`src/uart_s2_pkg.sv`:
```
package uart_s2_pkg;

  // ----------------------------------------
  // Register indexes (byte address = 4 * index)
  // ----------------------------------------
  localparam logic [5:0] IDX_CTRL = 6'h00;
  localparam logic [5:0] IDX_BAUD = 6'h01;
  localparam logic [5:0] IDX_DATA = 6'h02;
  localparam logic [5:0] IDX_STAT1 = 6'h03;
  localparam logic [5:0] IDX_MASK = 6'h04;
  localparam logic [5:0] IDX_STAT2 = 6'h05;

  // ----------------------------------------
  // Field positions
  // ----------------------------------------
  localparam int S2_BRK = 7;
  localparam int S2_EDGE = 6;
  localparam int S2_BIT_ORDER_REVERSE = 5;
  localparam int S2_RECEIVE_INVERT = 4;
  localparam int S2_WAKE = 3;
  localparam int S2_LONG_BREAK_DETECT_ENABLE = 1;
  localparam int S1_RECEIVE_FULL_FLAG = 3;
  localparam int S1_W = 5;

  // ----------------------------------------
  // Reset values and frame counts
  // ----------------------------------------
  localparam logic [7:0] CTRL_RST = 8'h00;
  localparam logic [7:0] MASK_RST = 8'h00;
  localparam logic [15:0] BAUD_RST = 16'h0010;
  localparam logic [3:0] BASE_CHAR_BITS = 4'h8;
  localparam logic [3:0] FRAME_OVERHEAD = 4'h2;
  localparam logic [3:0] LONG_BREAK_EXTRA = 4'h1;
  localparam logic [3:0] RUN_MAX = 4'hf;

  // ----------------------------------------
  // Types
  // ----------------------------------------
  typedef struct packed {
    logic spare;
    logic receiver_standby;
    logic parity_odd;
    logic parity_enable;
    logic ten_bit_select;
    logic nine_bit;
    logic rx_enable;
    logic tx_enable;
  } ctrl_s;

  typedef enum logic [2:0] {RX_IDLE, RX_START, RX_DATA, RX_PAR, RX_STOP} rx_state_e;
  typedef enum logic [2:0] {TX_IDLE, TX_START, TX_DATA, TX_PAR, TX_STOP} tx_state_e;

endpackage : uart_s2_pkg

```
`src/steady_bit_counter.sv`:
```
`timescale 1ns/100ps
module steady_bit_counter (
  // Clock and reset
  input wire logic i_clock,
  input wire logic i_resetn,
  // Line
  input wire logic i_enable,
  input wire logic i_level,
  input wire logic [15:0] i_div,
  // Run length in bit times
  output logic [3:0] o_bits,
  output logic o_tick
);
  logic level_prev_r;
  logic [15:0] cyc_r;
  logic [3:0] bits_r;
  logic tick_r;
  wire restart = ~i_enable | (i_level != level_prev_r);
  wire wrap = cyc_r == (i_div - 16'h0001);
  wire grow = wrap & ~restart & (bits_r != uart_s2_pkg::RUN_MAX);
  // The restart sample already counts as the first cycle of the new level
  wire [15:0] cyc_nxt = restart ? 16'h0001 : (wrap ? 16'h0000 : cyc_r + 16'h0001);
  wire [3:0] bits_nxt = restart ? 4'h0 : (grow ? bits_r + 4'h1 : bits_r);

  always_ff @(posedge i_clock or negedge i_resetn) begin
    if (!i_resetn) begin
      level_prev_r <= 1'b1;
      cyc_r <= 16'h0000;
      bits_r <= 4'h0;
      tick_r <= 1'b0;
    end else begin
      level_prev_r <= i_level;
      cyc_r <= cyc_nxt;
      bits_r <= bits_nxt;
      tick_r <= grow;
    end
  end

  assign o_bits = bits_r;
  assign o_tick = tick_r;
endmodule : steady_bit_counter

```
`src/uart_s2_top.sv`:
```
// Local design decision: the APB slave port.
`timescale 1ns/100ps
// How it works
// - Break flag sets on long-break detection; writing one clears it.
// - Edge flag sets on falling line edge, rising when inverted; write one clears.
// - Long-break threshold is one bit time above the normal break length.
// - Framing errors are not reported while long-break detection is on.
// - Bit-order zero: bit0 goes first after start, first received is bit0.
// - Bit-order one: top data bit goes first and is received first.
// - Reversal keeps polarity, parity position, start and stop positions.
// - Receive inversion applies to data, start, stop, break and idle.
// - In standby, waking idle sets the idle flag only if enabled.
// - Long-break detection blocks framing-error and receive-full flags.
// - Eight data bits, one stop: break flag at 11 bit times in long mode; no break flag when long mode is off.
// - Receiver-active sets at a valid start bit, clears at idle line.
module uart_s2_top (
  // Clock and reset
  input wire logic I_CLOCK,
  input wire logic I_RESETN,
  // APB slave
  input wire logic I_PSEL,
  input wire logic I_PENABLE,
  input wire logic I_PWRITE,
  input wire logic [7:0] I_PADDR,
  input wire logic [31:0] I_PWDATA,
  output logic [31:0] O_PRDATA,
  output logic O_PREADY,
  output logic O_PSLVERR,
  // Serial line
  input wire logic I_RXD,
  output logic O_TXD,
  // Interrupt
  output logic O_IRQ
);

  // ----------------------------------------
  // State
  // ----------------------------------------
  uart_s2_pkg::ctrl_s ctrl_r, ctrl_nxt;
  logic [15:0] baud_r;
  logic [7:0] mask_r;
  logic [uart_s2_pkg::S1_W-1:0] s1_r, s1_nxt;
  logic brk_r, edge_r, bit_order_reverse_r, receive_invert_r, wake_r, long_break_detect_enable_r, raf_r;
  logic [31:0] prdata_r;
  uart_s2_pkg::rx_state_e rx_state_r, rx_state_nxt;
  uart_s2_pkg::tx_state_e tx_state_r, tx_state_nxt;
  logic [15:0] rx_cyc_r, rx_cyc_nxt, tx_cyc_r, tx_cyc_nxt;
  logic [3:0] rx_cnt_r, rx_cnt_nxt, tx_cnt_r, tx_cnt_nxt, run_bits;
  logic [9:0] rx_data_r, rx_sh_r, rx_sh_nxt, tx_sh_r;
  logic rxd_prev_r, rx_par_r, rx_par_nxt, rx_done, rx_start_ok, txd_r, txd_nxt, tx_done, run_tick;

  // ----------------------------------------
  // APB decode
  // ----------------------------------------
  wire setup = I_PSEL & ~I_PENABLE;
  wire access = I_PSEL & I_PENABLE;
  wire wr = access & I_PWRITE;
  wire rd = access & ~I_PWRITE;
  wire [5:0] idx = I_PADDR[7:2];
  wire aligned = I_PADDR[1:0] == 2'b00;
  wire hit_ctrl = aligned & (idx == uart_s2_pkg::IDX_CTRL);
  wire hit_baud = aligned & (idx == uart_s2_pkg::IDX_BAUD);
  wire hit_data = aligned & (idx == uart_s2_pkg::IDX_DATA);
  wire hit_s1 = aligned & (idx == uart_s2_pkg::IDX_STAT1);
  wire hit_mask = aligned & (idx == uart_s2_pkg::IDX_MASK);
  wire hit_s2 = aligned & (idx == uart_s2_pkg::IDX_STAT2);
  wire mapped = hit_ctrl | hit_baud | hit_data | hit_s1 | hit_mask | hit_s2;
  wire wr_s2 = wr & hit_s2;
  wire wr_s1 = wr & hit_s1;
  wire rd_data = rd & hit_data;
  wire tx_busy = tx_state_r != uart_s2_pkg::TX_IDLE;
  wire [7:0] s2_rd = {brk_r, edge_r, bit_order_reverse_r, receive_invert_r, wake_r, 1'b0, long_break_detect_enable_r, raf_r};
  wire [7:0] s1_rd = {2'b00, ~tx_busy, s1_r};
  wire [31:0] rd_mux = hit_ctrl ? {24'h000000, ctrl_r} :
                       hit_baud ? {16'h0000, baud_r} :
                       hit_data ? {22'h0, rx_data_r} :
                       hit_s1 ? {24'h000000, s1_rd} :
                       hit_mask ? {24'h000000, mask_r} :
                       hit_s2 ? {24'h000000, s2_rd} : 32'h00000000;

  assign O_PREADY = 1'b1;
  assign O_PSLVERR = access & ~mapped;
  assign O_PRDATA = prdata_r;

  // ----------------------------------------
  // Frame geometry
  // ----------------------------------------
  wire [3:0] char_bits = uart_s2_pkg::BASE_CHAR_BITS + {3'b000, ctrl_r.nine_bit} + {3'b000, ctrl_r.ten_bit_select};
  wire [3:0] data_bits = char_bits - {3'b000, ctrl_r.parity_enable};
  wire [3:0] norm_bits = char_bits + uart_s2_pkg::FRAME_OVERHEAD;
  wire [3:0] brk_thr = norm_bits + uart_s2_pkg::LONG_BREAK_EXTRA;
  wire [9:0] data_mask = ~(10'h3ff << data_bits);
  wire [15:0] half_bit = {1'b0, baud_r[15:1]};
  wire [15:0] last_cyc = baud_r - 16'h0001;

  // ----------------------------------------
  // Receive line conditioning
  // ----------------------------------------
  // One inverted line for all uses
  wire rxd = I_RXD ^ receive_invert_r;
  wire rx_fall = rxd_prev_r & ~rxd;
  wire rx_en = ctrl_r.rx_enable;
  wire standby = ctrl_r.receiver_standby;

  steady_bit_counter u_run (
    .i_clock(I_CLOCK),
    .i_resetn(I_RESETN),
    .i_enable(rx_en),
    .i_level(rxd),
    .i_div(baud_r),
    .o_bits(run_bits),
    .o_tick(run_tick)
  );

  // Long break seen on the line
  wire break_ev = long_break_detect_enable_r & rx_en & ~rxd & run_tick & (run_bits == brk_thr);
  wire idle_ev = rx_en & rxd & run_tick & (run_bits == norm_bits) & raf_r;
  wire idle_set = idle_ev & (~standby | wake_r);

  // ----------------------------------------
  // Receiver
  // ----------------------------------------
  // Arrival order into shift
  wire [9:0] rx_word = bit_order_reverse_r ? rx_sh_r : (rx_sh_r >> (4'ha - data_bits));
  wire rx_pe = ctrl_r.parity_enable & (rx_par_r != (^rx_word ^ ctrl_r.parity_odd));
  wire rx_mid = rx_cyc_r == last_cyc;

  always_comb begin
    rx_state_nxt = rx_state_r;
    rx_cyc_nxt = rx_cyc_r + 16'h0001;
    rx_cnt_nxt = rx_cnt_r;
    rx_sh_nxt = rx_sh_r;
    rx_par_nxt = rx_par_r;
    rx_done = 1'b0;
    rx_start_ok = 1'b0;
    case (rx_state_r)
      uart_s2_pkg::RX_IDLE: begin
        rx_cyc_nxt = 16'h0000;
        if (rx_fall) begin
          rx_state_nxt = uart_s2_pkg::RX_START;
        end
      end
      uart_s2_pkg::RX_START: begin
        if (rx_cyc_r == half_bit) begin
          rx_cyc_nxt = 16'h0000;
          rx_cnt_nxt = 4'h0;
          rx_sh_nxt = 10'h000;
          rx_start_ok = ~rxd;
          rx_state_nxt = rxd ? uart_s2_pkg::RX_IDLE : uart_s2_pkg::RX_DATA;
        end
      end
      uart_s2_pkg::RX_DATA: begin
        if (rx_mid) begin
          rx_cyc_nxt = 16'h0000;
          rx_cnt_nxt = rx_cnt_r + 4'h1;
          rx_sh_nxt = bit_order_reverse_r ? {rx_sh_r[8:0], rxd} : {rxd, rx_sh_r[9:1]};
          if (rx_cnt_r == data_bits - 4'h1) begin
            rx_state_nxt = ctrl_r.parity_enable ? uart_s2_pkg::RX_PAR : uart_s2_pkg::RX_STOP;
          end
        end
      end
      uart_s2_pkg::RX_PAR: begin
        if (rx_mid) begin
          rx_cyc_nxt = 16'h0000;
          rx_par_nxt = rxd;
          rx_state_nxt = uart_s2_pkg::RX_STOP;
        end
      end
      uart_s2_pkg::RX_STOP: begin
        if (rx_mid) begin
          rx_done = 1'b1;
          rx_state_nxt = uart_s2_pkg::RX_IDLE;
        end
      end
      default: begin
        rx_state_nxt = uart_s2_pkg::RX_IDLE;
      end
    endcase
    if (!rx_en) begin
      rx_state_nxt = uart_s2_pkg::RX_IDLE;
      rx_done = 1'b0;
      rx_start_ok = 1'b0;
    end
  end

  // Receive-full held off in long-break mode
  wire receive_full_flag_set = rx_done & ~long_break_detect_enable_r & ~standby;
  wire fe_set = rx_done & ~rxd & ~long_break_detect_enable_r & ~standby;
  wire pf_set = rx_done & rx_pe & ~standby;

  // ----------------------------------------
  // Transmitter
  // ----------------------------------------
  wire tx_load = wr & hit_data & ctrl_r.tx_enable & ~tx_busy;
  wire tx_end = tx_cyc_r == last_cyc;
  wire [3:0] tx_idx = bit_order_reverse_r ? (data_bits - 4'h1 - tx_cnt_r) : tx_cnt_r;

  always_comb begin
    tx_state_nxt = tx_state_r;
    tx_cyc_nxt = tx_end ? 16'h0000 : tx_cyc_r + 16'h0001;
    tx_cnt_nxt = tx_cnt_r;
    txd_nxt = 1'b1;
    tx_done = 1'b0;
    case (tx_state_r)
      uart_s2_pkg::TX_IDLE: begin
        tx_cyc_nxt = 16'h0000;
        if (tx_load) begin
          tx_state_nxt = uart_s2_pkg::TX_START;
        end
      end
      uart_s2_pkg::TX_START: begin
        txd_nxt = 1'b0;
        tx_cnt_nxt = 4'h0;
        if (tx_end) begin
          tx_state_nxt = uart_s2_pkg::TX_DATA;
        end
      end
      uart_s2_pkg::TX_DATA: begin
        txd_nxt = tx_sh_r[tx_idx];
        if (tx_end) begin
          tx_cnt_nxt = tx_cnt_r + 4'h1;
          if (tx_cnt_r == data_bits - 4'h1) begin
            tx_state_nxt = ctrl_r.parity_enable ? uart_s2_pkg::TX_PAR : uart_s2_pkg::TX_STOP;
          end
        end
      end
      uart_s2_pkg::TX_PAR: begin
        txd_nxt = ^tx_sh_r ^ ctrl_r.parity_odd;
        if (tx_end) begin
          tx_state_nxt = uart_s2_pkg::TX_STOP;
        end
      end
      uart_s2_pkg::TX_STOP: begin
        if (tx_end) begin
          tx_done = 1'b1;
          tx_state_nxt = uart_s2_pkg::TX_IDLE;
        end
      end
      default: begin
        tx_state_nxt = uart_s2_pkg::TX_IDLE;
      end
    endcase
  end

  // ----------------------------------------
  // Flags and controls
  // ----------------------------------------
  wire [uart_s2_pkg::S1_W-1:0] s1_set = {tx_done, receive_full_flag_set, idle_set, fe_set, pf_set};
  wire [uart_s2_pkg::S1_W-1:0] s1_clr = (wr_s1 ? I_PWDATA[uart_s2_pkg::S1_W-1:0] : 5'h00) |
                                        (rd_data ? 5'h08 : 5'h00);
  // Set wins over a clear in the same cycle
  assign s1_nxt = s1_set | (s1_r & ~s1_clr);
  wire brk_nxt = break_ev | (brk_r & ~(wr_s2 & I_PWDATA[uart_s2_pkg::S2_BRK]));
  wire edge_nxt = rx_fall | (edge_r & ~(wr_s2 & I_PWDATA[uart_s2_pkg::S2_EDGE]));
  // Active from valid start to idle
  wire raf_nxt = rx_start_ok | (raf_r & ~idle_ev);

  always_comb begin
    ctrl_nxt = ctrl_r;
    if (wr & hit_ctrl) begin
      ctrl_nxt = uart_s2_pkg::ctrl_s'(I_PWDATA[7:0]);
    end
    if (idle_ev) begin
      ctrl_nxt.receiver_standby = 1'b0;
    end
  end

  assign O_IRQ = |({brk_r, edge_r, 1'b0, s1_r} & mask_r);
  assign O_TXD = txd_r;

  always_ff @(posedge I_CLOCK or negedge I_RESETN) begin
    if (!I_RESETN) begin
      ctrl_r <= uart_s2_pkg::ctrl_s'(uart_s2_pkg::CTRL_RST);
      baud_r <= uart_s2_pkg::BAUD_RST;
      mask_r <= uart_s2_pkg::MASK_RST;
      s1_r <= 5'h00;
      {brk_r, edge_r, raf_r} <= 3'b000;
      {bit_order_reverse_r, receive_invert_r, wake_r, long_break_detect_enable_r} <= 4'h0;
      prdata_r <= 32'h00000000;
      rxd_prev_r <= 1'b1;
    end else begin
      ctrl_r <= ctrl_nxt;
      baud_r <= (wr & hit_baud) ? I_PWDATA[15:0] : baud_r;
      mask_r <= (wr & hit_mask) ? I_PWDATA[7:0] : mask_r;
      s1_r <= s1_nxt;
      {brk_r, edge_r, raf_r} <= {brk_nxt, edge_nxt, raf_nxt};
      if (wr_s2) begin
        bit_order_reverse_r <= I_PWDATA[uart_s2_pkg::S2_BIT_ORDER_REVERSE];
        receive_invert_r <= I_PWDATA[uart_s2_pkg::S2_RECEIVE_INVERT];
        wake_r <= I_PWDATA[uart_s2_pkg::S2_WAKE];
        long_break_detect_enable_r <= I_PWDATA[uart_s2_pkg::S2_LONG_BREAK_DETECT_ENABLE];
      end
      prdata_r <= setup ? rd_mux : prdata_r;
      rxd_prev_r <= rxd;
    end
  end

  always_ff @(posedge I_CLOCK or negedge I_RESETN) begin
    if (!I_RESETN) begin
      rx_state_r <= uart_s2_pkg::RX_IDLE;
      {rx_cyc_r, rx_cnt_r, rx_sh_r, rx_par_r} <= 31'h00000000;
      rx_data_r <= 10'h000;
    end else begin
      rx_state_r <= rx_state_nxt;
      {rx_cyc_r, rx_cnt_r, rx_sh_r, rx_par_r} <= {rx_cyc_nxt, rx_cnt_nxt, rx_sh_nxt, rx_par_nxt};
      rx_data_r <= receive_full_flag_set ? (rx_word & data_mask) : rx_data_r;
    end
  end

  always_ff @(posedge I_CLOCK or negedge I_RESETN) begin
    if (!I_RESETN) begin
      tx_state_r <= uart_s2_pkg::TX_IDLE;
      {tx_cyc_r, tx_cnt_r} <= 20'h00000;
      tx_sh_r <= 10'h000;
      txd_r <= 1'b1;
    end else begin
      tx_state_r <= tx_state_nxt;
      {tx_cyc_r, tx_cnt_r} <= {tx_cyc_nxt, tx_cnt_nxt};
      tx_sh_r <= tx_load ? (I_PWDATA[9:0] & data_mask) : tx_sh_r;
      txd_r <= txd_nxt;
    end
  end
endmodule : uart_s2_top

```
`config.mk`:
```
export PLATFORM = sky130hd
export DESIGN_NAME = uart_s2_top
export DESIGN_NICKNAME = d
export VERILOG_FILES = /design/src/uart_s2_pkg.sv /design/src/steady_bit_counter.sv /design/src/uart_s2_top.sv
export SDC_FILE = /design/constraint.sdc
export NUM_CORES = 1
export LEC_CHECK = 0
export BUFFER_PORTS_ARGS = -buffer_cell sky130_fd_sc_hd__buf_4
export CAP_MARGIN = 20
export CORE_UTILIZATION = 50
export CTS_CLUSTER_SIZE = 20
export DETAILED_ROUTE_END_ITERATION = 7
export PLACE_DENSITY = 0.69
export SLEW_MARGIN = 0
export SYNTH_ARGS = -nofsm -noshare
export SYNTH_HDL_FRONTEND = slang
export SYNTH_SLANG_ARGS = --single-unit
```
`constraint.sdc`:
```
create_clock -name I_CLOCK -period 3.5 [get_ports I_CLOCK]
set_input_delay 0.35 -clock I_CLOCK [delete_from_list [all_inputs] [get_ports I_CLOCK]]
set_output_delay 0.35 -clock I_CLOCK [all_outputs]
set_load 0.005 [all_outputs]
```
### After elaboration in Yosys (flattened, before gate mapping)

Cells that the tools add are included.

| cells by class | value |
|---|---|
| $add $sub $neg | 15 |
| order comparisons | 1 |
| equal/unequal tests | 38 |
| shifts and indexed selects | 2 |
| muxes and demuxes | 58 |
| bitwise gates (word level) | 78 |
| reduce and logical (&&, ||, !) cells | 18 |

Operators by type and width:

| kind | count |
|---|---|
| $mux W16 | 8 |
| $mux W10 | 5 |
| $add A16 B1 Y16 const B | 3 |
| $eq A16 B16 Y1 | 3 |
| $pmux W16 S3 | 1 |
| $and A1 B1 Y1 | 45 |
| $mux W3 | 14 |
| $pmux W3 S5 | 2 |
| $mux W4 | 7 |
| $mux W8 | 3 |
| $and A10 B10 Y10 | 2 |
| $pmux W10 S2 | 1 |
| $reduce_xor A10 Y1 | 2 |
| $ne A3 B3 Y1 const B | 6 |
| $add A4 B1 Y4 const B | 4 |
| $eq A16 B15 Y1 | 1 |
| $eq A4 B4 Y1 | 4 |
| $ne A2 B2 Y1 const B | 8 |
| $pmux W4 S2 | 2 |
| $sub A16 B1 Y16 const B | 1 |
| $eq A3 B2 Y1 const B | 4 |
| $eq A6 B2 Y1 const B | 2 |
| $eq A6 B3 Y1 const B | 2 |
| $not A1 Y1 | 12 |
| 39 further kinds | 68 |

| storage, ports and cells | value |
|---|---|
| bits in registers | 176 |
| output and inout port bits | 36 |
| word-level logic and storage cells | 244 |

### Logic depth before layout (Yosys ltp)

Gate-level depths: netlist (run 1).

| logic depth | value |
|---|---|
| depth after elaboration | 13 |
| mapped depth | 17 |
| gate-level depth less buffers | 16 |

### Cells and area by module

Synthesis (run 1) repeated with hierarchy kept, for this count alone.

| unflattened totals | value |
|---|---|
| cells, all modules | 1179 |
| area total of the unflattened synthesis | 10909.2 um2 |

By module, submodules not included:

| module | instances | cells an instance | area an instance (um2) |
|---|---|---|---|
| uart_s2_top | 1 | 1007 | 9349.0 |
| steady_bit_counter | 1 | 172 | 1560.2 |

### Worst setup path after synthesis (run 1)

OpenSTA, ideal clock, no wires.

| timing path | value |
|---|---|
| path type | register -> register |
| start | reg ctrl_r[4] (netlist name) |
| end | reg s1_r[0] (netlist name) |
| setup time | 0.122 ns |
| arrival time | 3.791 ns |
| path slack | -0.413 ns |
| stages on the path, launching flop included | 16 |
| path buffers | 2 |
| cell sequence | dfrtp_1 > inv_1 > fa_1 > clkbuf_1 > buf_1 > inv_1 > ha_1 > inv_1 > ha_1 > nand2_1 > o22ai_1 > o31ai_1 > xnor2_1 > xnor2_1 > xnor3_1 > a32o_1 |

| on the way | value |
|---|---|
| word-level cells in the longest chain between the ends | 11 |

Ends and longest elaborated chain:

| what | line | RTL |
|---|---|---|
| start, declared | uart_s2_top.sv:39 | `uart_s2_pkg::ctrl_s ctrl_r, ctrl_nxt;` |
| start signal, assigned | uart_s2_top.sv:273 | `ctrl_r <= uart_s2_pkg::ctrl_s'(uart_s2_pkg::CTRL_RST);` |
| start signal, assigned | uart_s2_top.sv:282 | `ctrl_r <= ctrl_nxt;` |
| $sub A4 B1 Y4 | uart_s2_top.sv:89 | `wire [3:0] data_bits = char_bits - {3'b000, ctrl_r.parity_enable};` |
| $sub A4 B4 Y4 | uart_s2_top.sv:124 | `wire [9:0] rx_word = bit_order_reverse_r ? rx_sh_r : (rx_sh_r >> (4'ha - data_bits));` |
| $shr A10 B4 Y10 | uart_s2_top.sv:124 |  |
| $mux W10 | uart_s2_top.sv:124 |  |
| $reduce_xor A10 Y1 | uart_s2_top.sv:125 | `wire rx_pe = ctrl_r.parity_enable & (rx_par_r != (^rx_word ^ ctrl_r.parity_odd));` |
| $xor A1 B1 Y1 | uart_s2_top.sv:125 |  |
| $ne A1 B1 Y1 | uart_s2_top.sv:125 |  |
| $and A1 B1 Y1 (*) | uart_s2_top.sv:125 |  |
| $and A1 B1 Y1 (*) (2 in a row) | uart_s2_top.sv:189 | `wire pf_set = rx_done & rx_pe & ~standby;` |
| $or A5 B5 Y5 (*) | uart_s2_top.sv:252 | `assign s1_nxt = s1_set \| (s1_r & ~s1_clr);` |
| net s1_nxt, one bit | uart_s2_top.sv:42 | `logic [uart_s2_pkg::S1_W-1:0] s1_r, s1_nxt;` |
| end signal, assigned | uart_s2_top.sv:285 | `s1_r <= s1_nxt;` |
| end, declared | uart_s2_top.sv:42 |  |

Mark *: on every way through the listed nets, which the timed path passes. The rest lies on a longest branch.
A chain may end at the register's enable or synchronous reset.

### Worst setup path in the final report (run 1)

| timing path | value |
|---|---|
| start | reg baud_r[0] |
| end | reg rx_data_r[1] |

| on the way | value |
|---|---|
| word-level cells in the longest chain between the ends | 7 |

Ends and longest elaborated chain:

| what | line | RTL |
|---|---|---|
| start, declared | uart_s2_top.sv:40 | `logic [15:0] baud_r;` |
| start signal, assigned | uart_s2_top.sv:274 | `baud_r <= uart_s2_pkg::BAUD_RST;` |
| start signal, assigned | uart_s2_top.sv:283 | `baud_r <= (wr & hit_baud) ? I_PWDATA[15:0] : baud_r;` |
| $sub A16 B1 Y16 | uart_s2_top.sv:94 | `wire [15:0] last_cyc = baud_r - 16'h0001;` |
| $eq A16 B16 Y1 | uart_s2_top.sv:126 | `wire rx_mid = rx_cyc_r == last_cyc;` |
| $mux W1 | uart_s2_top.sv:170 | `if (rx_mid) begin` |
| $mux W1 | uart_s2_top.sv:136 | `case (rx_state_r)` |
| $mux W1 | uart_s2_top.sv:179 | `if (!rx_en) begin` |
| $and A1 B1 Y1 (2 in a row) | uart_s2_top.sv:187 | `wire receive_full_flag_set = rx_done & ~long_break_detect_enable_r & ~standby;` |
| end signal, assigned | uart_s2_top.sv:306 | `rx_data_r <= receive_full_flag_set ? (rx_word & data_mask) : rx_data_r;` |
| end, declared | uart_s2_top.sv:49 | `logic [9:0] rx_data_r, rx_sh_r, rx_sh_nxt, tx_sh_r;` |

No other way between the ends.

==> results of run 1 <==
cells by family (layout without fill, tap and decap cells):
logic type | count (synthesis) | in the layout | share of synthesized area
AND/OR/NAND/NOR | 386 | 386 | 0.184
flip-flops | 160 | 160 | 0.388
XOR/XNOR | 139 | 139 | 0.158
AO/OA/AOI/OAI | 127 | 127 | 0.0803
buffers and inverters | 119 | 195 | 0.0510
multiplexers | 98 | 98 | 0.111
adder cells (fa/ha/maj) | 22 | 22 | 0.0281
other | 2 | 17 | 0.000727
per-layer routing:
layer	up-vias	share of wire	GRT usage	wire length [um]
met5	-	0	0	0
met1	3865	0.48	0.373	12600
met4	0	0.017	0.0779	453
met3	32	0.049	0.0351	1290
met2	228	0.45	0.380	11800
li1	3787	-	-	-
power by group:
part | total (mW) | leakage [nW] | switching (mW) | internal, mW
Clock | 1.75 | 0.257 | 0.779 | 0.973
Combinational | 0.398 | 3.22 | 0.219 | 0.179
Sequential | 1.87 | 2.17 | 0.00929 | 1.86
Total | 4.02 | 5.65 | 1.01 | 3.01
placed cells by master (no fill, tap or decap), types with 4 or more instances in the layout:
cell type / count
a211oi_1: 4
nor2b_1: 8
nor4_2: 4
nor3b_1: 4
nand4_1: 12
inv_1: 35
ha_1: 15
dfrtp_1: 155
and3_1: 20
clkbuf_16: 17
xor2_1: 41
o21ai_0: 40
or4_4: 5
mux2_4: 5
o211ai_1: 4
clkinv_2: 5
a22oi_1: 9
nand2b_1: 8
xnor3_1: 30
mux2i_1: 26
a22o_1: 4
conb_1: 17
inv_2: 4
and2_1: 5
ha_4: 5
nand2_1: 110
nand3_1: 60
buf_4: 115
nor2_1: 98
o31ai_1: 4
or3_1: 5
clkbuf_1: 4
a21oi_1: 22
xnor2_1: 65
mux2_2: 62
mux4_2: 5
nor3_1: 15
sequential cells by signal, summed over array words and instances (netlist names), 5 cells and up:
name	flops
O_PRDATA	16
s1_r	5
u_run.cyc_r	16
baud_r	16
rx_data_r	10
tx_cyc_r	16
mask_r	8
tx_sh_r	10
rx_sh_r	10
rx_cyc_r	16
ctrl_r	6
worst reg2reg max path, stage by stage (launching register included):
cell and delay, ns:
dfrtp_1 0.37, inv_1 0.11, ha_4 0.18, or3b_4 0.32, nor3_4 0.06, a311o_1 0.35, or4_4 0.54, nor4_4 0.30
nand3_2 0.11, or4_4 0.52, buf_2 0.20, mux2_2 0.28
metrics by stage:
step	hold WS [ns]	cell area (sq um)	std cells	util	power [mW]
2_1_floorplan	0.0544	10500	1068	-	2.12
3_3_place_gp	0.429	11300	1372	0.559	2.28
3_5_place_dp	0.433	11300	1372	0.559	2.28
4_1_cts	0.144	11900	1406	0.588	4.01
5_1_grt	0.149	12100	1414	0.600	4.14
6_report	0.152	12100	1414	0.600	4.02
path summary, 6_finish.rpt:
kind / end / start / cells after the start
max: rx_data_r[1] / baud_r[0] / 11
min: baud_r[14] / I_PWDATA[14] / 2
max reg2reg: rx_data_r[1] / baud_r[0] / 11
min reg2reg: O_PRDATA[12] / O_PRDATA[12] / 2
max in group asynchronous: u_run.level_prev_r / I_RESETN / 3
min in group asynchronous: tx_sh_r[3] / I_RESETN / 2
cell type report:
| type | instances | area (sq um) |
|---|---|---|
| clock buffer | 21 | 440 |
| fill | 1658 | 8090 |
| sequential | 160 | 4010 |
| inverter | 39 | 146 |
| clock inverter | 11 | 95.1 |
| tap | 270 | 338 |
| multi-input combinational | 789 | 6130 |
| timing repair buffer | 124 | 977 |
what timing repair did:
action | in CTS | in global routing
gates resized for setup | 3 | 35
setup buffers | 1 | 7
gates cloned | 0 | 1
endpoints found under the hold margin | 44 | 0
hold buffers | 1 | 0
pin swaps | 1 | 12
endpoints found under the setup margin | 1 | 39
==> results.toml, run 1 <==
[outcome]
status = "complete, no violations"

[sta]
min_period_ns = 3.44
timing.slew.headroom = 0.533
drv_slew = 0
hold_violations = 0
setup_violations = 0
setup_slack_ns = 0.0623
tns_ns = 0
fmax_mhz = 291
min_period_over_period = 0.982
finClkSkew_ns = 0.0108
tightest_slew_ns = 0.695

[clocking]
cts_made_buffers = 17
clock_path_buffers = 2
clkSinkCount = 160
clk_latency_ns = 0.43
cts_tree = "yes"
cts.clk_slew.worst_paths_ns = 0.06
clockRootBuffer = "clkbuf_16"
htreeDepth = 4

[synth]
syn-cell-area_sq_mm = 0.0103
synth_top_area_share = 0.380
synth_area_leaders = "dfrtp_1 (38%), mux2_2 (6.8%), xnor3_1 (6.5%), xnor2_1 (5.7%), nand2_1 (4.0%)"
synthTopCellsByCount = "dfrtp_1 (157), nand2_1 (110), nor2_1 (99), xnor2_1 (67), mux2_2 (62)"
synth-edff-count = 0
ys.flop_type = "dfrtp_1"
yosys_warnings = 0
yosysUniqueCellTypes = 73
yosysTopAreaCell = "dfrtp_1"
synth_area_per_cell_sq_um = 9.82
ys_seq_elements = 160
synth-seq-area-share = 0.388
synth-async-reset-ratio = 1.00
netlist_instances = 1053
synth.most_common_cell = "dfrtp_1"

[run]
drv_cap = 0

[worst_setup_path]
slowest_stage = "or4_4"
critPathMaxFanout = 7
crit_type = "register to register"
worstSetupEndpointType = "register"
start_kind = "register"
path_buf_inv = 2
critPathMaxStageDelay_ns = 0.54
crit_chain = "inv_1, ha_4, or3b_4, nor3_4, a311o_1, or4_4, nor4_4, nand3_2, or4_4, buf_2, mux2_2"
r2r_setup_slack_ns = 0.06
cp_top_family = "simple AND/OR/NAND/NOR gates"
crit_top_cell = "or4_4"
arrival_ns = 3.75
critPathRequiredTime_ns = 3.82

[route]
drcViolationCount = 0
routed_via_density = 5.60
antenna_left = 0
drt_iter0_markers = 530
wl_mm = 26.1
dr.pass1.iters = 5
wl_per_cell_um = 18.5
vias = 7912

[global_routing]
grt_pass1_wl_mm = 41.3
grt_max_degree = 77
track_usage = 0.251
grt-ovfl-total = 0
grt_pass1_vias = 7491
antenna_found_initial = 0

[final_layout]
syn2layout_area_growth_pct = 17.5
drive_gt1_frac = 0.245
antenna_cells = 0
nets = 1199

[die]
die_height_um = 146
start_util = 0.511
die_area_sq_mm = 0.0213
die_x_um = 146
rows = 52
ios = 82
core_sq_mm = 0.0202

[power_and_ir_drop]
leakage_nw = 5.65
peakVddDrop_v = 0.000215
p_per_area_mw_per_mm2 = 331

[place]
dp_hpwl_mm = 19.0
io_buffer_count = 48
gp_congestion = 0.884
pre_cts_ws_ns = -0.0441

[worst_hold_path]
hold_path.class = "input pin to register"
Power figures use the tool's default switching activity.
==> run 2: changes to the inputs <==
- CORE_ASPECT_RATIO: unset -> 1.4
==> results.toml, run 2 (synthesis results as in run 1) <==
[power_and_ir_drop]
swShare = 0.256
p_total_mw = 3.97
p_switching_mw = 1.02
clockPowerShare = 0.433
internal-power_mw = 2.96
peakVddDrop_v = 0.000346
leakage_nw = 5.67
p_per_area_mw_per_mm2 = 327
pwr-share-comb = 0.097
p_seq_frac = 0.470

[worst_setup_path]
critPathRequiredTime_ns = 3.81
crit_type = "register to register"
slowest_stage = "fa_1"
worstSetupEndpointType = "register"
crit_chain = "inv_1, fa_1, inv_1, ha_2, inv_2, ha_4, buf_6, buf_4, nor2_1, o31ai_2, xnor2_1, xnor2_1, xnor3_1, a32o_1"
path_buf_inv = 5
arrival_ns = 3.71
critPathMaxStageDelay_ns = 0.48
cp_top_family = "adder cells"
critPathMaxFanout = 7
r2r_setup_slack_ns = 0.10
start_kind = "register"

[worst_hold_path]
hold_path.class = "input pin to register"

[die]
die_area_sq_mm = 0.0213
die_x_um = 124
core_sq_mm = 0.0201
start_util = 0.515
rows = 61
ios = 82
die_height_um = 172

[route]
dr.pass1.iters = 5
vias = 7930
drt_iter0_markers = 434
routed_via_density = 5.64
drcViolationCount = 0
antenna_left = 0
wl_per_cell_um = 18.7
wl_mm = 26.4

[global_routing]
track_usage = 0.259
grt_pass1_wl_mm = 41.4
grt_max_degree = 81
grt_pass1_vias = 7839
grt-ovfl-total = 0
antenna_found_initial = 0

[sta]
holdWs_ns = 0.155
min_period_over_period = 0.971
hold_violations = 0
fmax_mhz = 294
tightest_slew_ns = 0.811
drv_slew = 0
setup_slack_ns = 0.101
finClkSkew_ns = 0.0108
min_period_ns = 3.40
setup_violations = 0
rsz0062_at_grt = "yes"
timing.slew.headroom = 0.455

[final_layout]
syn2layout_area_growth_pct = 17.4
drive_gt1_frac = 0.244
layout_common_cells = "dfrtp_1 (156), buf_4 (125), nand2_1 (110)"
layout_commonest_cell = "dfrtp_1"
nets = 1209
antenna_cells = 0
stdcell_area_sq_mm = 0.0121

[clocking]
clock_path_buffers = 2
clk_latency_ns = 0.42
cts_tree = "yes"
clkSinkCount = 160
htreeDepth = 4
cts_made_buffers = 17
cts.clk_slew.worst_paths_ns = 0.07
clockRootBuffer = "clkbuf_16"

[outcome]
status = "complete, no violations"

[run]
drv_cap = 0

[place]
pre_cts_ws_ns = 0.00787
io_buffer_count = 48
post_dp_cell_area_sq_mm = 0.0114
dp_hpwl_mm = 19.9
gp_congestion = 0.931
## run 2: changes by cell type in the layout (fill, tap and decap cells not counted), sizes merged
cell and delta:
clkinv -5, bufinv -1, clkinvlp +1, clkbuf -2
inv +7, buf +10
## run 2: layer usage
layer	wire [um]	share of wire	GRT usage
met2	14400	0.55	0.483
met3	636	0.024	0.0343
met1	10700	0.41	0.300
met5	0	0	0
met4	594	0.023	0.0870
## run 2: area by class of cell
| cell class | count | area (sq um) |
|---|---|---|
| clock buffer | 19 | 433 |
| fill | 1723 | 7940 |
| clock inverter | 13 | 104 |
| tap | 252 | 315 |
| timing repair buffer | 134 | 1070 |
| sequential | 160 | 4010 |
| multi-input combinational | 789 | 6050 |
| inverter | 39 | 146 |
## run 2: worst register-to-register path, cell delays in order, from the launching register on
cell,delay [ns]
dfrtp_2,0.46
inv_1,0.16
fa_1,0.48
inv_1,0.11
ha_2,0.18
inv_2,0.05
ha_4,0.29
buf_6,0.12
buf_4,0.14
nor2_1,0.06
o31ai_2,0.27
xnor2_1,0.17
xnor2_1,0.14
xnor3_1,0.43
a32o_1,0.23
## run 2: path summary, 6_finish.rpt
kind / start / cells past startpoint / to
worst max-delay path: ctrl_r[4] / 14 / s1_r[0]
worst min-delay path: I_PWDATA[10] / 2 / baud_r[10]
worst max register to register: ctrl_r[4] / 14 / s1_r[0]
worst min register to register: O_PRDATA[6] / 2 / O_PRDATA[6]
max in group asynchronous: I_RESETN / 3 / u_run.o_bits[2]
min in group asynchronous: I_RESETN / 2 / u_run.cyc_r[13]
## run 2: power groups by stage
stage	clock [mW]	combinational [mW]	sequential [mW]
after floorplan	0	0.223	1.90
after global placement	0	0.371	1.90
after detailed placement	0	0.379	1.90
after CTS	1.75	0.384	1.87
after global routing	1.82	0.420	1.87
final	1.72	0.386	1.87
## run 2: timing repair
action | CTS | global route
endpoints found under the setup margin | 2 | 21
hold buffers | 1 | 0
setup buffers | 12 | 0
pin swaps | 8 | 4
gates resized for setup | 9 | 15
endpoints found under the hold margin | 7 | 0
## run 2: stage by stage
step | cells | setup TNS, ns | utilization
after global routing | 1406 | -0.0908 | 0.604
final | 1406 | 0 | 0.604
after floorplan | 1068 | -0.0135 | -
after global placement | 1362 | 0 | 0.567
after CTS | 1407 | 0 | 0.601
after detailed placement | 1362 | 0 | 0.567
==> run 3: changes to the inputs <==
- CELL_PAD_IN_SITES_DETAIL_PLACEMENT: unset -> 1
- CELL_PAD_IN_SITES_GLOBAL_PLACEMENT: unset -> 2
- CORE_UTILIZATION: 50 -> 36
- PLACE_DENSITY: 0.69 -> 0.76
==> results.toml, run 3 (synthesis results as in run 1) <==
[sta]
finClkSkew_ns = 0.00745
setup_violations = 0
rsz0062_at_grt = "yes"
fmax_mhz = 289
drv_slew = 0
min_period_over_period = 0.987
timing.slew.headroom = 0.487
tightest_slew_ns = 0.770
setup_slack_ns = 0.0446
min_period_ns = 3.46
hold_violations = 0

[die]
ios = 82
die_height_um = 202
core_sq_mm = 0.0283
die_area_sq_mm = 0.0294
start_util = 0.365
rows = 73
die_x_um = 145

[clocking]
clock_path_buffers = 2
htreeDepth = 4
cts.clk_slew.worst_paths_ns = 0.07
clk_latency_ns = 0.43
cts_made_buffers = 17
cts_tree = "yes"
clkSinkCount = 160
clockRootBuffer = "clkbuf_16"

[route]
antenna_left = 0
drcViolationCount = 0
drt_iter0_markers = 297
routed_via_density = 5.25
vias = 8070
dr.pass1.iters = 4
wl_per_cell_um = 20.3
wl_mm = 31.1

[power_and_ir_drop]
swShare = 0.245
p_seq_frac = 0.443
peakVddDrop_v = 0.000281
clockPowerShare = 0.458
p_switching_mw = 1.03
p_total_mw = 4.22
leakage_nw = 5.78
p_per_area_mw_per_mm2 = 337
pwr-share-comb = 0.099
internal-power_mw = 3.19

[worst_hold_path]
hold_path.class = "input pin to register"
holdPathStages = 2
holdCritStartpoint = "I_PWDATA[12]"

[worst_setup_path]
crit_type = "register to register"
critPathMaxFanout = 5
worstSetupEndpointType = "register"
crit_top_cell = "or4_4"
rr_worst_depth = 10
slowest_stage = "or4_4"
start_kind = "register"
critPathRequiredTime_ns = 3.82
arrival_ns = 3.77
crit_path_start = "baud_r[0]"
critPathMaxStageDelay_ns = 0.60
crit_chain = "inv_2, ha_4, or3b_4, nor3_4, nor3b_2, or4_4, nor4_4, nand3_2, or4_4, mux2_4"
r2r-start = "baud_r[0]"

[final_layout]
drive_gt1_frac = 0.262
antenna_cells = 0
nets = 1216
stdcell_area_sq_mm = 0.0125
syn2layout_area_growth_pct = 21.1
layout_common_cells = "dfrtp_1 (157), buf_4 (130), nand2_1 (108)"
layout_commonest_cell = "dfrtp_1"

[place]
gp_congestion = 0.865
post_dp_cell_area_sq_mm = 0.0116
dp_hpwl_mm = 23.4
pre_cts_ws_ns = -0.116
io_buffer_count = 48

[global_routing]
grt_pass1_wl_mm = 50.0
antenna_found_initial = 0
grt_max_degree = 74
track_usage = 0.219
grt_pass1_vias = 8789
grt-ovfl-total = 0

[outcome]
status = "complete, no violations"

[run]
drv_cap = 0
run 3: cell count changes in the layout (fill, tap and decap cells not counted), sizes merged:
| cell | before | now |
|---|---|---|
| buf | 133 | 139 |
| clkinv | 2 | 8 |
| inv | 46 | 40 |
| bufinv | 0 | 3 |
| clkinvlp | 4 | 2 |
| clkbuf | 19 | 18 |
| or4 | 8 | 9 |
run 3: critical path, delay by kind of cell, from the launching register on:
family	cells	cell delay [ns]
mux	1	0.33
fa+ha+maj	1	0.15
buf+inv	1	0.10
flops	1	0.41
simple gates	7	2.36
run 3: path summary, 6_finish.rpt:
kind	to	slack, ns
max in group asynchronous	O_PRDATA[1]	2.12
max	rx_data_r[6]	0.04
min reg2reg	O_PRDATA[8]	0.49
min	baud_r[12]	0.15
min in group asynchronous	u_run.cyc_r[1]	0.44
max reg2reg	rx_data_r[6]	0.04
run 3: stage by stage:
stage                     utilization  cells  hold slack (ns)  setup TNS (ns)
after floorplan                     -   1068           0.0544         -0.0135
after global placement          0.409   1489            0.316               0
after detailed placement        0.409   1489            0.316          -0.116
after CTS                       0.433   1524            0.130        -0.00639
after global routing            0.442   1536            0.138          -0.246
final                           0.442   1536            0.154               0
run 3: power groups by stage:
stage | combinational (mW) | clock [mW] | sequential [mW]
floorplan | 0.223 | 0 | 1.90
global placement | 0.386 | 0 | 1.90
detailed placement | 0.390 | 0 | 1.90
CTS | 0.396 | 1.99 | 1.87
global route | 0.455 | 2.05 | 1.87
finish | 0.418 | 1.94 | 1.87
run 3: per-layer routing:
metal / wire length, um / track usage
met1: 12500 / 0.253
met2: 17200 / 0.414
met3: 522 / 0.0288
met4: 867 / 0.0741
met5: 0 / 0
run 3: final cells by class:
type / count / area, sq um
fill: 3209 / 15800
multi-input combinational: 790 / 6160
sequential: 160 / 4010
timing repair buffer: 140 / 1130
tap: 375 / 469
clock buffer: 18 / 439
clock inverter: 14 / 165
inverter: 39 / 146
run 3: repair_timing:
item | CTS | global route
endpoints found under the hold margin | 42 | 0
setup endpoints to repair | 8 | 24
setup buffers | 2 | 11
gates resized for setup | 16 | 32
pin swaps | 10 | 20
hold buffers | 1 | 0
cloned | 0 | 1
